`config.mk`:
```
export PLATFORM = sky130hd
export DESIGN_NAME = sllc_link_ctrl
export DESIGN_NICKNAME = d
export VERILOG_FILES = /design/src/common/sllc_pkg.sv /design/src/core/sllc_pattern_gen.sv /design/src/core/sllc_link_ctrl.sv
export SDC_FILE = /design/constraint.sdc
export NUM_CORES = 1
export LEC_CHECK = 0
export BUFFER_PORTS_ARGS = -buffer_cell sky130_fd_sc_hd__buf_2
export CAP_MARGIN = 20
export CORE_ASPECT_RATIO = 0.7
export CORE_MARGIN = 8
export CORE_UTILIZATION = 40
export CTS_BUF_LIST = sky130_fd_sc_hd__clkbuf_4 sky130_fd_sc_hd__clkbuf_8 sky130_fd_sc_hd__clkbuf_16
export CTS_CLUSTER_DIAMETER = 40
export CTS_CLUSTER_SIZE = 28
export DETAILED_ROUTE_END_ITERATION = 6
export PLACE_DENSITY = 0.6
export SLEW_MARGIN = 40
export SYNTH_ARGS = -nofsm -noshare
export SYNTH_HDL_FRONTEND = slang
export SYNTH_SLANG_ARGS = --single-unit
```
`constraint.sdc`:
```
create_clock -name clk -period 6.2 [get_ports clk]
set_input_delay 0 -clock clk [delete_from_list [all_inputs] [get_ports clk]]
set_output_delay 0 -clock clk [all_outputs]
set_load 0.01 [all_outputs]
```
`src/common/sllc_pkg.sv`:
```
package sllc_pkg;

  // Register byte offsets
  localparam logic [11:0] SLLC_OFS_ILAS_LINK_TEST = 12'h574;  // Delay and test select
  localparam logic [11:0] SLLC_OFS_MF_PHASE       = 12'h578;  // Multiframe phase offset
  localparam logic [11:0] SLLC_OFS_LINK_STATUS    = 12'h57c;  // Block status, read only

  // Reset values
  localparam logic [7:0] SLLC_RST_ILAS_LINK_TEST = 8'h00;
  localparam logic [7:0] SLLC_RST_MF_PHASE       = 8'h00;

  // Field positions
  localparam int SLLC_DELAY_LSB = 4;  // Delay field [7:4]
  localparam int SLLC_DELAY_W   = 4;
  localparam int SLLC_TEST_LSB  = 0;  // Test field [2:0]
  localparam int SLLC_TEST_W    = 3;
  localparam int SLLC_PHASE_W   = 5;  // Phase field [4:0]

  // Default multiframe length in link-clock cycles
  localparam int SLLC_MF_CYCLES = 32;

  // Fixed code groups
  localparam logic [7:0] SLLC_D21_5   = 8'hb5;  // D21.5 data octet
  localparam logic [7:0] SLLC_K28_5   = 8'hbc;  // Comma
  localparam logic [7:0] SLLC_K28_0   = 8'h1c;  // Multiframe start
  localparam logic [7:0] SLLC_K28_3   = 8'h7c;  // Lane alignment
  localparam logic [7:0] SLLC_K28_4   = 8'h9c;  // Config marker
  localparam logic [7:0] SLLC_JSPAT_SEED = 8'h5a;  // Jitter pattern generator seed

  // Link-layer test codes
  typedef enum logic [2:0]
  {
    SLLC_TEST_NORMAL = 3'h0,
    SLLC_TEST_D215   = 3'h1,
    SLLC_TEST_RPAT   = 3'h4,
    SLLC_TEST_JSPAT  = 3'h5,
    SLLC_TEST_JTSPAT = 3'h6
  } sllc_test_e;

  // Link phases, one-hot
  typedef enum logic [3:0]
  {
    SLLC_ST_SYNC = 4'b0001,
    SLLC_ST_WAIT = 4'b0010,
    SLLC_ST_ILAS = 4'b0100,
    SLLC_ST_DATA = 4'b1000
  } sllc_state_e;

  // One octet for the encoder, with control flag
  typedef struct packed
  {
    logic       is_ctrl;
    logic [7:0] octet;
  } sllc_char_s;

endpackage

```
`src/core/sllc_pattern_gen.sv`:
```
`timescale 1ns/1ps
`default_nettype none

// Produces one link-layer test character per cycle for the chosen code
module sllc_pattern_gen
  import sllc_pkg::*;
(
  input  wire logic       clk,
  input  wire logic       srst,
  input  wire logic [2:0] test_sel,
  output sllc_char_s      pat_char
);

  logic [4:0] idx_reg;    // Pattern position
  logic [7:0] lfsr_reg;   // Pseudo-random source for jitter patterns
  sllc_char_s pat_next;   // Combinational character

  // Position counter and pattern source
  always_ff @(posedge clk)
  begin
    if (srst)
    begin
      idx_reg  <= 5'h00;
      lfsr_reg <= SLLC_JSPAT_SEED;
    end
    else
    begin
      idx_reg  <= idx_reg + 5'h01;
      lfsr_reg <= {lfsr_reg[6:0], lfsr_reg[7] ^ lfsr_reg[5] ^ lfsr_reg[4] ^ lfsr_reg[3]};
    end
  end

  // Character select by test code
  always_comb
  begin
    pat_next.is_ctrl = 1'b0;
    pat_next.octet   = 8'h00;
    case (test_sel)
      SLLC_TEST_D215:
        pat_next.octet = SLLC_D21_5;
      SLLC_TEST_RPAT:
      begin
        // Ramp octets mixed with a comma once per pass
        pat_next.is_ctrl = (idx_reg == 5'h00);
        pat_next.octet   = (idx_reg == 5'h00) ? SLLC_K28_5 : {3'h0, idx_reg} ^ 8'hbe;
      end
      SLLC_TEST_JSPAT:
        pat_next.octet = lfsr_reg;
      SLLC_TEST_JTSPAT:
      begin
        // Jitter pattern framed by alignment characters
        pat_next.is_ctrl = (idx_reg[3:0] == 4'h0);
        pat_next.octet   = (idx_reg[3:0] == 4'h0) ? SLLC_K28_3 : lfsr_reg;
      end
      default:
      begin
        pat_next.is_ctrl = 1'b0;  // Reserved codes send zero data
        pat_next.octet   = 8'h00;
      end
    endcase
  end

  // Registered output
  always_ff @(posedge clk)
  begin
    if (srst)
      pat_char <= '0;
    else
      pat_char <= pat_next;
  end

endmodule

`default_nettype wire

```
`src/core/sllc_link_ctrl.sv`:
```
// The strobed register port was chosen for this implementation.
`timescale 1ns/1ps
`default_nettype none

// Contract
// Start alignment on boundary N+1 after release
// Test code zero passes normal data
// Code one sends continuous D21.5
// Codes four, five, six select patterns
// SYSREF loads phase counter with offset
// Software avoids reserved codes 2,3,7
module sllc_link_ctrl
  import sllc_pkg::*;
#(
  parameter int MF_CYCLES = SLLC_MF_CYCLES,  // Multiframe length in cycles
  parameter int ILAS_MFS  = 4                // Multiframes of alignment sequence
)
(
  input  wire logic       clk,
  input  wire logic       srst,
  input  wire logic [11:0] reg_addr,
  input  wire logic [7:0] reg_wdata,
  input  wire logic       reg_wr,
  input  wire logic       reg_rd,
  output logic      [7:0] reg_rdata,
  input  wire logic       sync_request_input,  // Active-low sync request pin
  input  wire logic       sysref,
  input  wire sllc_char_s user_char,
  output sllc_char_s      tx_char,
  output logic            mf_boundary,
  output logic            ilas_active
);

  // Elaboration check on parameters
  // Phase counter is five bits, alignment counter four
  if (MF_CYCLES < 2 || MF_CYCLES > 32 || ILAS_MFS < 1 || ILAS_MFS > 16)
  begin : g_bad_params
    $error("sllc_link_ctrl: unsupported parameters");
  end

  // Configuration registers
  logic [7:0]  ctl_reg;        // Delay and test select register
  logic [4:0]  phase_reg;      // Phase offset register
  // Synchronisers and counters
  logic [1:0]  sync_sy_reg;    // Pin synchroniser
  logic [1:0]  sref_sy_reg;    // Pin synchroniser
  logic        sref_d_reg;     // Previous synchronised SYSREF
  logic [4:0]  lmfc_reg;       // Multiframe phase counter
  logic [4:0]  wait_reg;       // Boundaries still to skip
  logic [3:0]  ilas_cnt_reg;   // Alignment multiframes sent
  logic [4:0]  oct_reg;        // Octet within alignment multiframe
  // Link phase and character path
  sllc_state_e st_reg;         // Link phase
  sllc_state_e st_next;
  sllc_char_s  pat_char;       // Test character
  sllc_char_s  char_next;      // Output character before register
  // Decode helpers
  logic        lmfc_wrap;      // Phase counter at last cycle
  logic        sync_req;       // Synchronised request, active high
  logic        sref_rise;      // SYSREF rising edge
  logic [3:0]  delay_fld;
  logic [2:0]  test_fld;

  // Field slices of the control register
  assign delay_fld = ctl_reg[SLLC_DELAY_LSB +: SLLC_DELAY_W];
  assign test_fld  = ctl_reg[SLLC_TEST_LSB +: SLLC_TEST_W];
  // Pin is active low; high here means hold commas
  assign sync_req  = ~sync_sy_reg[1];
  // One pulse per SYSREF rising edge, after the synchroniser
  assign sref_rise = sref_sy_reg[1] & ~sref_d_reg;
  // Last cycle of a multiframe
  assign lmfc_wrap = (lmfc_reg == 5'(MF_CYCLES - 1));

  // Pin synchronisers
  // Both pins come from outside this clock; two stages each
  // SYSREF edge detect runs on the synchronised copy
  always_ff @(posedge clk)
  begin
    if (srst)
    begin
      sync_sy_reg <= 2'h0;
      sref_sy_reg <= 2'h0;
      sref_d_reg  <= 1'b0;
    end
    else
    begin
      // Shift in the raw pin levels
      sync_sy_reg <= {sync_sy_reg[0], sync_request_input};
      sref_sy_reg <= {sref_sy_reg[0], sysref};
      sref_d_reg  <= sref_sy_reg[1];
    end
  end

  // Register writes; reserved bit 3 and [7:5] hold zero
  always_ff @(posedge clk)
  begin
    if (srst)
    begin
      ctl_reg   <= SLLC_RST_ILAS_LINK_TEST;
      phase_reg <= SLLC_RST_MF_PHASE[4:0];
    end
    else if (reg_wr)
    begin
      // Delay and test code; unmapped writes are dropped
      // Reserved bit 3 stays zero
      if (reg_addr == SLLC_OFS_ILAS_LINK_TEST)
        ctl_reg <= {reg_wdata[7:4], 1'b0, reg_wdata[2:0]};
      // Phase offset, low five bits kept
      else if (reg_addr == SLLC_OFS_MF_PHASE)
        phase_reg <= reg_wdata[4:0];
    end
  end

  // Register reads, one cycle later; unmapped reads zero
  always_ff @(posedge clk)
  begin
    if (srst)
      reg_rdata <= 8'h00;
    else if (reg_rd)
    begin
      // Read data stand one cycle, zero otherwise
      // Status: link phase, then synced request
      case (reg_addr)
        SLLC_OFS_ILAS_LINK_TEST: reg_rdata <= ctl_reg;
        SLLC_OFS_MF_PHASE:       reg_rdata <= {3'h0, phase_reg};
        SLLC_OFS_LINK_STATUS:    reg_rdata <= {st_reg, sync_req, 3'h0};
        // Unmapped places read zero
        default:                 reg_rdata <= 8'h00;
      endcase
    end
    else
      reg_rdata <= 8'h00;
  end

  // Multiframe phase counter
  // A phase beyond the multiframe length runs past the wrap
  // point and rolls over; software keeps it in range
  always_ff @(posedge clk)
  begin
    if (srst)
      lmfc_reg <= 5'h00;
    // SYSREF reload wins over the wrap
    else if (sref_rise)
      lmfc_reg <= phase_reg;
    else if (lmfc_wrap)
      lmfc_reg <= 5'h00;
    else
      lmfc_reg <= lmfc_reg + 5'h01;
  end

  // Boundary pulse output
  // Marks the cycle after the last multiframe count
  always_ff @(posedge clk)
  begin
    if (srst)
      mf_boundary <= 1'b0;
    else
      mf_boundary <= lmfc_wrap;
  end

  // Link phase next state
  always_comb
  begin
    // Default holds the state
    st_next = st_reg;
    unique case (st_reg)
      // Commas until the request is released
      SLLC_ST_SYNC:
        if (!sync_req)
          st_next = SLLC_ST_WAIT;
      // Count boundaries; a new request aborts
      SLLC_ST_WAIT:
        if (sync_req)
          st_next = SLLC_ST_SYNC;
        else if (lmfc_wrap && wait_reg == 5'h00)
          st_next = SLLC_ST_ILAS;
      // Alignment multiframes, then data
      SLLC_ST_ILAS:
        if (sync_req)
          st_next = SLLC_ST_SYNC;
        else if (lmfc_wrap && ilas_cnt_reg == 4'(ILAS_MFS - 1))
          st_next = SLLC_ST_DATA;
      // Normal data until a new request
      SLLC_ST_DATA:
        if (sync_req)
          st_next = SLLC_ST_SYNC;
      // Illegal codes fall back to sync
      default:
        st_next = SLLC_ST_SYNC;
    endcase
  end

  // Link phase register
  // Returns to sync on reset
  always_ff @(posedge clk)
  begin
    if (srst)
      st_reg <= SLLC_ST_SYNC;
    else
      st_reg <= st_next;
  end

  // Boundary wait counter: skip N boundaries, start on the next
  // Reloaded while in sync, so a new delay takes effect
  // at the next release
  always_ff @(posedge clk)
  begin
    if (srst)
      wait_reg <= 5'h00;
    else if (st_reg == SLLC_ST_SYNC)
      wait_reg <= {1'b0, delay_fld};
    // Count down one per boundary while waiting
    else if (st_reg == SLLC_ST_WAIT && lmfc_wrap && wait_reg != 5'h00)
      wait_reg <= wait_reg - 5'h01;
  end

  // Alignment multiframe and octet counters
  // Cleared outside the alignment phase
  always_ff @(posedge clk)
  begin
    if (srst || st_reg != SLLC_ST_ILAS)
    begin
      ilas_cnt_reg <= 4'h0;
      oct_reg      <= 5'h00;
    end
    // Octet index restarts at each multiframe
    else if (lmfc_wrap)
    begin
      ilas_cnt_reg <= ilas_cnt_reg + 4'h1;
      oct_reg      <= 5'h00;
    end
    else
      oct_reg <= oct_reg + 5'h01;
  end

  // Character select
  always_comb
  begin
    // Normal data by default
    char_next = user_char;
    // Test codes win over every link phase
    if (test_fld != SLLC_TEST_NORMAL)
      char_next = pat_char;
    // Commas in sync and while waiting for the start boundary
    else if (st_reg == SLLC_ST_SYNC || st_reg == SLLC_ST_WAIT)
    begin
      char_next.is_ctrl = 1'b1;
      char_next.octet   = SLLC_K28_5;
    end
    // Start marker, config marker in the second
    // multiframe, lane marker at each end
    else if (st_reg == SLLC_ST_ILAS)
    begin
      char_next.is_ctrl = 1'b0;
      char_next.octet   = {3'h0, oct_reg};
      if (oct_reg == 5'h00)
      begin
        char_next.is_ctrl = 1'b1;
        char_next.octet   = SLLC_K28_0;
      end
      else if (oct_reg == 5'h01 && ilas_cnt_reg == 4'h1)
      begin
        char_next.is_ctrl = 1'b1;
        char_next.octet   = SLLC_K28_4;
      end
      else if (lmfc_wrap)
      begin
        char_next.is_ctrl = 1'b1;
        char_next.octet   = SLLC_K28_3;
      end
    end
  end

  // Registered link outputs
  // One cycle of latency on every link output
  always_ff @(posedge clk)
  begin
    if (srst)
    begin
      tx_char     <= '0;
      ilas_active <= 1'b0;
    end
    else
    begin
      tx_char     <= char_next;
      // Alignment flag lags the state by one cycle
      ilas_active <= (st_reg == SLLC_ST_ILAS);
    end
  end

  // Test pattern source
  // Pattern output is registered, one cycle ahead of tx_char
  sllc_pattern_gen u_pat
  (
    .clk      (clk),
    .srst     (srst),
    .test_sel (test_fld),
    .pat_char (pat_char)
  );

endmodule

`default_nettype wire

```
==> flow_metrics.tcl, run 1 <==
set metrics [dict create \
    synth_cell_types 62 \
    max_freq_mhz 469 \
    final_util_pct 49.9 \
    ant_nets 0 \
    cts.sinks 81 \
    hold_viol 0 \
    start_kind "flop" \
    ir_drop_uv 217 \
    clockBufferDepth 2 \
    slew_headroom_pct 54.9 \
    yosys_warnings 0 \
    final_nets 500 \
    synthFlopType "dfxtp_1" \
    crit_family "simple AND/OR/NAND/NOR gates" \
    drc_errors 0 \
    die_x_um 131 \
    status "finished clean" \
    netlist_area_um2 3680 \
    cts_tree "done" \
    grt_use_met2_pct 23.7 \
    fin_tns_setup_ns 0 \
    holdPathStages 3 \
    synth_edf_count 0 \
    first_pass_iters 5 \
    hp-class "in2reg" \
    fp.coreArea_um2 9000 \
    synthesis.nets 443 \
    gp_congestion 0.780 \
    fillers 888 \
    netlist_instances 396 \
    synth.top_cell.area_share_pct 44.0 \
    end_kind "flop" \
    wirelength_mm 8.81 \
    hpwlAfterDp_mm 6.36 \
    grtUsageMet3_pct 4.87 \
    arrival_ns 2.38 \
    pin_count 54 \
    async_flop_share_pct 0 \
    fin_crit_sh_pct 34.4 \
    drtIter0Drc 149 \
    cp_max_fo 11 \
    path_class "reg2reg" \
    grt_max_degree 54 \
    floorplan.initialDensity_pct 40.9 \
    layout_common_cells "dfxtp_1 (81), buf_2 (53), nor2_1 (50)" \
    slew_viol_final 0 \
    area_growth_syn_to_layout_pct 21.8 \
    dieHeight_um 96.3 \
    rsz0062_at_grt "no" \
    reg_top3 "tx_char (9), u_pat.pat_char (9)" \
    drive_gt1_share_pct 19.9 \
    critPathRequiredTime_ns 6.45 \
    busiest_layer "met2" \
    holdWs_ns 0.0206 \
    path_clk_slew_ns 0.06 \
    grt_pass1_wl_mm 14.6 \
    setup_viol 0 \
    antenna_found_initial 0 \
    routed-via-count 3018 \
    rows 29 \
    cp_slowest_cell "or3_1" \
    yosysTopAreaCell "dfxtp_1" \
    avgRoutedWirePerCell_um 15.1 \
    grt_util_all_layers_pct 15.1 \
    num_antenna_cells 0 \
    syn_area_per_cell_um2 9.30 \
    overflow 0 \
    rr_worst_depth 6 \
    crit_chain "ha_1 -> and3_1 -> ha_1 -> inv_1 -> or3_1 -> a221oi_1" \
    max_stage_delay_ns 0.46 \
    viasPerCell 5.19 \
    period_minus_slack_ns 2.13 \
    drv_cap 0 \
    yosysSeqAreaShare_pct 44.0 \
    finClkSkew_ns 0.00672 \
    worstMarginPinSlew_ns 0.667 \
    cts_inserted_buffers 9 \
    ys_top_cells_by_area "dfxtp_1 (44%), mux2i_1 (5.2%), nor2_1 (5.1%), ha_1 (4.1%), nor2b_1 (2.9%)" \
    cp.depth 6 \
    ys_ff_latch 81 \
    critPathMostFrequentCell "ha_1" \
    cellLeakagePower_uw 0.00186 \
    grt_use_met1_pct 19.0 \
    cts_resized 0 \
    critPathBufInv 1 \
    power_per_cell_area_nw_per_um2 273 \
    clockRootBuffer "clkbuf_16" \
    final_common_cell "dfxtp_1" \
    dieArea_um2 12600 \
    insertion_delay_ns 0.34 \
    grt_pass1_vias 2971 \
    cts_max_level 3 \
    io_buffers 53 \
]
[area by class of cell]
cell class	instances	area (µm²)	area share, %
multi-input combinational	273	1880	42.0
clock buffer	11	240	5.35
sequential	81	1620	36.1
tap	124	155	3.46
timing repair buffer	67	403	8.98
inverter	21	78.8	1.76
clock inverter	5	104	2.31
[synth_stat cells, types with 2 or more instances]
cell type and number:
dfxtp_1 81, nor2_1 50, inv_1 20, mux2i_1 19, nand2_1 17, nor2b_1 17, a21oi_1 16, o21ai_0 16
clkbuf_1 13, nor3_1 13, ha_1 12, xnor2_1 11, nand3_1 8, xor2_1 7, a22oi_1 6, nand2b_1 5
nand4_1 5, a221oi_1 4, buf_2 4, nor4_1 4, a211oi_1 3, and3_1 3, nor3b_1 3, nor4b_1 3
or2_2 3, or3_1 3, or4b_1 3, a21o_1 2, a31o_2 2, a31oi_1 2, a32o_1 2, a32oi_1 2
and3b_1 2, and4bb_2 2, buf_4 2, nor3_2 2, nor4_2 2, nor4b_2 2, nor4bb_1 2
[final timing paths]
| path | from | to | slack, ns |
|---|---|---|---|
| worst max-delay path | lmfc_reg[0] | tx_char[6] | 4.07 |
| worst min register to register | u_pat.pat_char[8] | tx_char[8] | 0.43 |
| worst min-delay path | reg_addr[3] | reg_rdata[3] | 0.02 |
| worst max register to register | lmfc_reg[0] | tx_char[6] | 4.07 |
[where the power goes]
group / leakage [µW] / switching (µW) / total (µW) / internal (µW)
sequential: 0.000660 / 10.3 / 544 / 534
combinational: 0.00103 / 36.1 / 73.8 / 37.7
clock: 0.000171 / 207 / 609 / 402
total: 0.00186 / 253 / 1230 / 974
[layer usage]
| layer | vias to the layer above | share of wire (%) |
|---|---|---|
| met5 | - | 0 |
| met4 | 0 | 1.4 |
| met3 | 15 | 4.4 |
| met2 | 50 | 46 |
| met1 | 1438 | 49 |
| li1 | 1515 | - |
[metrics by stage]
step / setup slack [ns] / total power [µW] / area [µm²] / std cells
global route: 3.93 / 1270 / 4490 / 582
finish: 4.07 / 1230 / 4490 / 582
detailed placement: 4.09 / 623 / 4010 / 553
floorplan: 4.27 / 597 / 3680 / 396
global placement: 4.17 / 623 / 4010 / 553
CTS: 4.07 / 1240 / 4490 / 582
[cells by family (layout without fill, tap and decap cells)]
logic type,count (synthesis),in the layout,share of synthesized area [%]
xor gates and xnor gates,18,18,4.28
AOI/OAI and AO/OA,68,68,13.1
adders and majority gates,12,12,4.08
DFF,81,81,44.0
and+or+nand+nor,156,156,24.5
buffers and inverters,42,104,4.82
muxes,19,19,5.16
[worst min-delay path: stages]
cell and delay [ns]:
buf_2 0.17, o211ai_1 0.11, nor2_1 0.04
[timing repair]
| action | 4_1_cts | 5_1_grt |
|---|---|---|
| buffers inserted | 0 | 0 |
| endpoints found under the hold margin | 17 | 0 |
| hold buffers | 13 | 0 |
Note: power is estimated with default switching activity, not from simulation.
==> run 2, diff against run 1 <==
clock period = 2 ns   (was 6.2 ns; I/O delays follow)
==> run 2 against run 1 <==
Effect of this change: global-route usage shrank 0.21 points; via count increased by 0.66%; wire length shrank 0.81%; largest cell class unchanged; clock power rose to 2.7 times the previous value.
==> flow_metrics.tcl, run 2 (synthesis results as in run 1) <==
set metrics [dict create \
    fp.coreArea_um2 9000 \
    fin_tns_setup_ns 0 \
    drive_gt1_share_pct 23.5 \
    end_kind "flop" \
    critPathMostFrequentCell "ha_1" \
    overflow 0 \
    path_class "reg2reg" \
    period_minus_slack_ns 1.87 \
    start_kind "flop" \
    fin_crit_sh_pct 93.4 \
    path_clk_slew_ns 0.06 \
    final_cells 597 \
    cts_tree "done" \
    layout_common_cells "dfxtp_1 (81), buf_2 (53), nor2_1 (50)" \
    avgRoutedWirePerCell_um 14.6 \
    fin_ws_ns 0.132 \
    dieArea_um2 12600 \
    dpl.cell_count 569 \
    rr_worst_depth 7 \
    final_common_cell "dfxtp_1" \
    area_growth_syn_to_layout_pct 24.3 \
    status "finished clean" \
    crit_chain "ha_1 -> and3_1 -> ha_1 -> inv_2 -> o2111ai_1 -> a21o_1 -> a221oi_2" \
    antenna_found_initial 0 \
    place_ws_ns 0.0810 \
    hpwlAfterDp_mm 6.53 \
    cts_max_level 3 \
    io_buffers 53 \
    rows 29 \
    cp.depth 7 \
    dieHeight_um 96.3 \
    hold_viol 0 \
    crit_family "compound AO/OA/AOI/OAI gates" \
    setup_viol 0 \
    clockBufferDepth 2 \
    fillers 873 \
    arrival_ns 2.12 \
    grt_pass1_wl_mm 14.5 \
    power_per_cell_area_nw_per_um2 779 \
    cellLeakagePower_uw 0.00190 \
    holdWs_ns 0.0154 \
    cts.sinks 81 \
    critPathRequiredTime_ns 2.25 \
    floorplan.initialDensity_pct 40.9 \
    grt_pass1_vias 3017 \
    viasPerCell 5.09 \
    routed-via-count 3038 \
    final_util_pct 50.9 \
    max_freq_mhz 535 \
    finClkSkew_ns 0.00609 \
    pin_count 54 \
    die_x_um 131 \
    final_nets 515 \
    max_stage_delay_ns 0.33 \
    holdPathStages 3 \
    grt_max_degree 29 \
    drtIter0Drc 166 \
    worstMarginPinSlew_ns 0.654 \
    num_antenna_cells 0 \
    cts_setup_buffers 0 \
    drv_cap 0 \
    slew_viol_final 0 \
    cts_inserted_buffers 9 \
    reg_top3 "tx_char (9), u_pat.pat_char (9)" \
    hp-class "in2reg" \
    rsz0062_at_grt "no" \
    critPathBufInv 1 \
    ir_drop_uv 421 \
    slew_headroom_pct 55.8 \
    cp_slowest_cell "dfxtp_1" \
    gp_congestion 0.848 \
    grt_util_all_layers_pct 14.9 \
    drc_errors 0 \
    ant_nets 0 \
    first_pass_iters 4 \
    cp_max_fo 5 \
    wirelength_mm 8.74 \
    clockRootBuffer "clkbuf_16" \
    insertion_delay_ns 0.34 \
]
==> run 2: power breakdown <==
group	leakage, µW	switching [µW]	internal [µW]
clock network	0.000142	668	976
logic	0.00110	117	121
registers	0.000660	28.5	1650
==> run 2: layout make-up <==
type	count	area, µm²	area share (%)
Timing Repair Buffer	82	513	11.2
Tap cell	124	155	3.39
Sequential cell	81	1620	35.4
Clock inverter	7	80.1	1.75
Clock buffer	9	225	4.92
Inverter	21	78.8	1.72
Multi-Input combinational cell	273	1900	41.6
==> run 2: through the flow <==
step	total power [µW]	area, µm²
final	3570	4580
after global placement	1940	4130
after floorplan	1850	3680
after global routing	3720	4580
after detailed placement	1940	4130
after CTS	3620	4560
==> run 2: worst register-to-register path, delay by kind of cell (launching register included) <==
kind	cells	cell delay [ns]
buffers and inverters	1	0.13
flip-flops	1	0.33
AO/OA/AOI/OAI	3	0.65
adder cells (fa/ha/maj)	2	0.47
AND/OR/NAND/NOR	1	0.21
==> run 2: per-layer routing <==
metal,part of all wire (%),track usage [%],routed length (µm),vias up
met5,0,0,0,-
met4,1.7,6.28,149,0
met3,3.6,4.43,314,13
met2,45,23.3,3960,35
met1,49,18.9,4310,1452
li1,-,-,-,1538
==> run 2: worst paths after layout <==
| kind | slack (ns) | end | startpoint |
|---|---|---|---|
| max reg2reg | 0.13 | st_reg[3] | lmfc_reg[0] |
| min reg2reg | 0.44 | sref_sy_reg[1] | sref_sy_reg[0] |
| max | 0.13 | st_reg[3] | lmfc_reg[0] |
| min | 0.02 | reg_rdata[3] | reg_addr[2] |
==> run 2: timing repair <==
item	4_1_cts	5_1_grt
hold endpoints to repair	16	0
hold buffers	12	0
gates resized for setup	0	4
setup endpoints to repair	0	2
==> run 3, diff against run 2 <==
CTS_BUF_LIST = sky130_fd_sc_hd__clkbuf_2 sky130_fd_sc_hd__clkbuf_4 sky130_fd_sc_hd__clkbuf_8   (was sky130_fd_sc_hd__clkbuf_4 sky130_fd_sc_hd__clkbuf_8 sky130_fd_sc_hd__clkbuf_16)
==> run 3 against run 2 <==
Effect of this change: global-route usage shrank 0.082 points; count of clock-buffer cells in the layout is the same; via count grew 0.99%; combinational power grew 3%; fmax shrank 0.33%; clock skew grew 0.0056 ns; final area shrank 0.41%; first-iteration DRC count shrank 23%; highest routed layer unchanged; cell count grew 1.5%; critical endpoint unchanged; utilization shrank 0.21 points.
==> flow_metrics.tcl, run 3 (synthesis results as in run 1) <==
set metrics [dict create \
    status "finished clean" \
    grt_pass1_vias 2995 \
    slew_headroom_pct 56.6 \
    path_clk_slew_ns 0.09 \
    cp_max_fo 5 \
    clockRootBuffer "clkbuf_8" \
    final_cells 606 \
    end_kind "flop" \
    drv_cap 0 \
    hpwlAfterDp_mm 6.53 \
    fillers 878 \
    pin_count 54 \
    path_class "reg2reg" \
    cts_inserted_buffers 9 \
    antenna_found_initial 0 \
    placed_area_um2 4130 \
    io_buffers 53 \
    holdPathStages 3 \
    grt_max_degree 29 \
    cts_tree "done" \
    fin_crit_sh_pct 93.7 \
    start_kind "flop" \
    slew_viol_final 0 \
    grtUsageMet3_pct 4.26 \
    drc_errors 0 \
    regToRegSetupSlack_ns 0.13 \
    reg_top3 "tx_char (9), u_pat.pat_char (9)" \
    grt_pass1_wl_mm 14.4 \
    grt_util_all_layers_pct 14.8 \
    cts_max_level 3 \
    hp-class "in2reg" \
    totalPowerFinal_uw 3120 \
    fin_tns_setup_ns 0 \
    overflow 0 \
    fin_area_um2 4560 \
    dieHeight_um 96.3 \
    clockBufferDepth 2 \
    dieArea_um2 12600 \
    ir_drop_uv 445 \
    setup_viol 0 \
    floorplan.initialDensity_pct 40.9 \
    drtIter0Drc 127 \
    gp_congestion 0.848 \
    r2r_start "lmfc_reg[0]" \
    routed-via-count 3068 \
    final_nets 524 \
    avgRoutedWirePerCell_um 14.4 \
    rr_worst_depth 7 \
    min-delay-start "user_char[2]" \
    first_pass_iters 5 \
    hold_end "tx_char[2]" \
    period_minus_slack_ns 1.87 \
    cellLeakagePower_uw 0.00190 \
    die_x_um 131 \
    max_freq_mhz 534 \
    reg2reg_to "st_reg[3]" \
    insertion_delay_ns 0.36 \
    critPathRequiredTime_ns 2.27 \
    hold_viol 0 \
    rows 29 \
    finClkSkew_ns 0.0117 \
    arrival_ns 2.15 \
    fp.coreArea_um2 9000 \
    power_per_cell_area_nw_per_um2 685 \
    grt_use_met2_pct 23.1 \
    wirelength_mm 8.73 \
    rsz0062_at_grt "no" \
    area_growth_syn_to_layout_pct 23.7 \
    ant_nets 0 \
    grt_use_met1_pct 19.0 \
    worstMarginPinSlew_ns 0.642 \
    cts.sinks 81 \
    layout_common_cells "dfxtp_1 (81), buf_2 (53), nor2_1 (50)" \
    holdWs_ns 0.0444 \
    dpl.cell_count 569 \
    final_common_cell "dfxtp_1" \
    num_antenna_cells 0 \
    viasPerCell 5.06 \
    drive_gt1_share_pct 23.7 \
    busiest_layer "met2" \
]
[run 3: area by class of cell]
cell class / count / area (µm²) / share of cell area, %
Tap cell: 124 / 155 / 3.40
Inverter: 21 / 78.8 / 1.73
Clock inverter: 7 / 80.1 / 1.76
Timing Repair Buffer: 91 / 596 / 13.1
Multi-Input combinational cell: 273 / 1900 / 41.8
Clock buffer: 9 / 124 / 2.72
Sequential cell: 81 / 1620 / 35.6
[run 3: worst max path at each step]
stage                      startpoint    endpoint  slack [ns]  cells past startpoint
after global routing      lmfc_reg[0]   st_reg[2]       0.004                      7
after global placement    lmfc_reg[0]   st_reg[3]        0.15                      7
final                     lmfc_reg[0]   st_reg[3]        0.13                      7
after CTS                 reg_addr[2]  ctl_reg[6]        0.04                      7
after detailed placement  lmfc_reg[0]   st_reg[3]        0.08                      7
after floorplan           lmfc_reg[0]  tx_char[6]        0.07                      7
[run 3: per-stage QoR]
stage / utilization, % / setup WS (ns)
after floorplan: - / 0.0698
after global placement: 45.9 / 0.153
after detailed placement: 45.9 / 0.0810
after CTS: 50.2 / 0.0355
after global routing: 50.7 / 0.00413
final: 50.7 / 0.126
[run 3: power breakdown]
| part | internal, µW | switching, µW | total (µW) | leakage (µW) |
|---|---|---|---|---|
| sequential | 1650 | 28.4 | 1680 | 0.000660 |
| clock | 586 | 610 | 1200 | 0.0000960 |
| combinational | 127 | 118 | 244 | 0.00114 |
| total | 2370 | 756 | 3120 | 0.00190 |
[run 3: per-layer routing]
layer / wire, µm / up-vias
li1: - / 1551
met1: 4280 / 1471
met2: 3990 / 38
met3: 344 / 8
met4: 117 / 0
met5: 0 / -
[run 3: timing repair]
item                       CTS  global route
hold endpoints to repair    18             0
hold buffers                18             0
setup endpoints to repair    0             4
resized for setup            0             4
setup buffers                0             3
[run 3: worst max-delay path: stages, from the launching register on]
cell and delay (ns):
dfxtp_1 0.34, ha_1 0.22, and3_1 0.21, ha_1 0.25, inv_2 0.12, o2111ai_1 0.17
a21o_1 0.22, a221oi_2 0.26
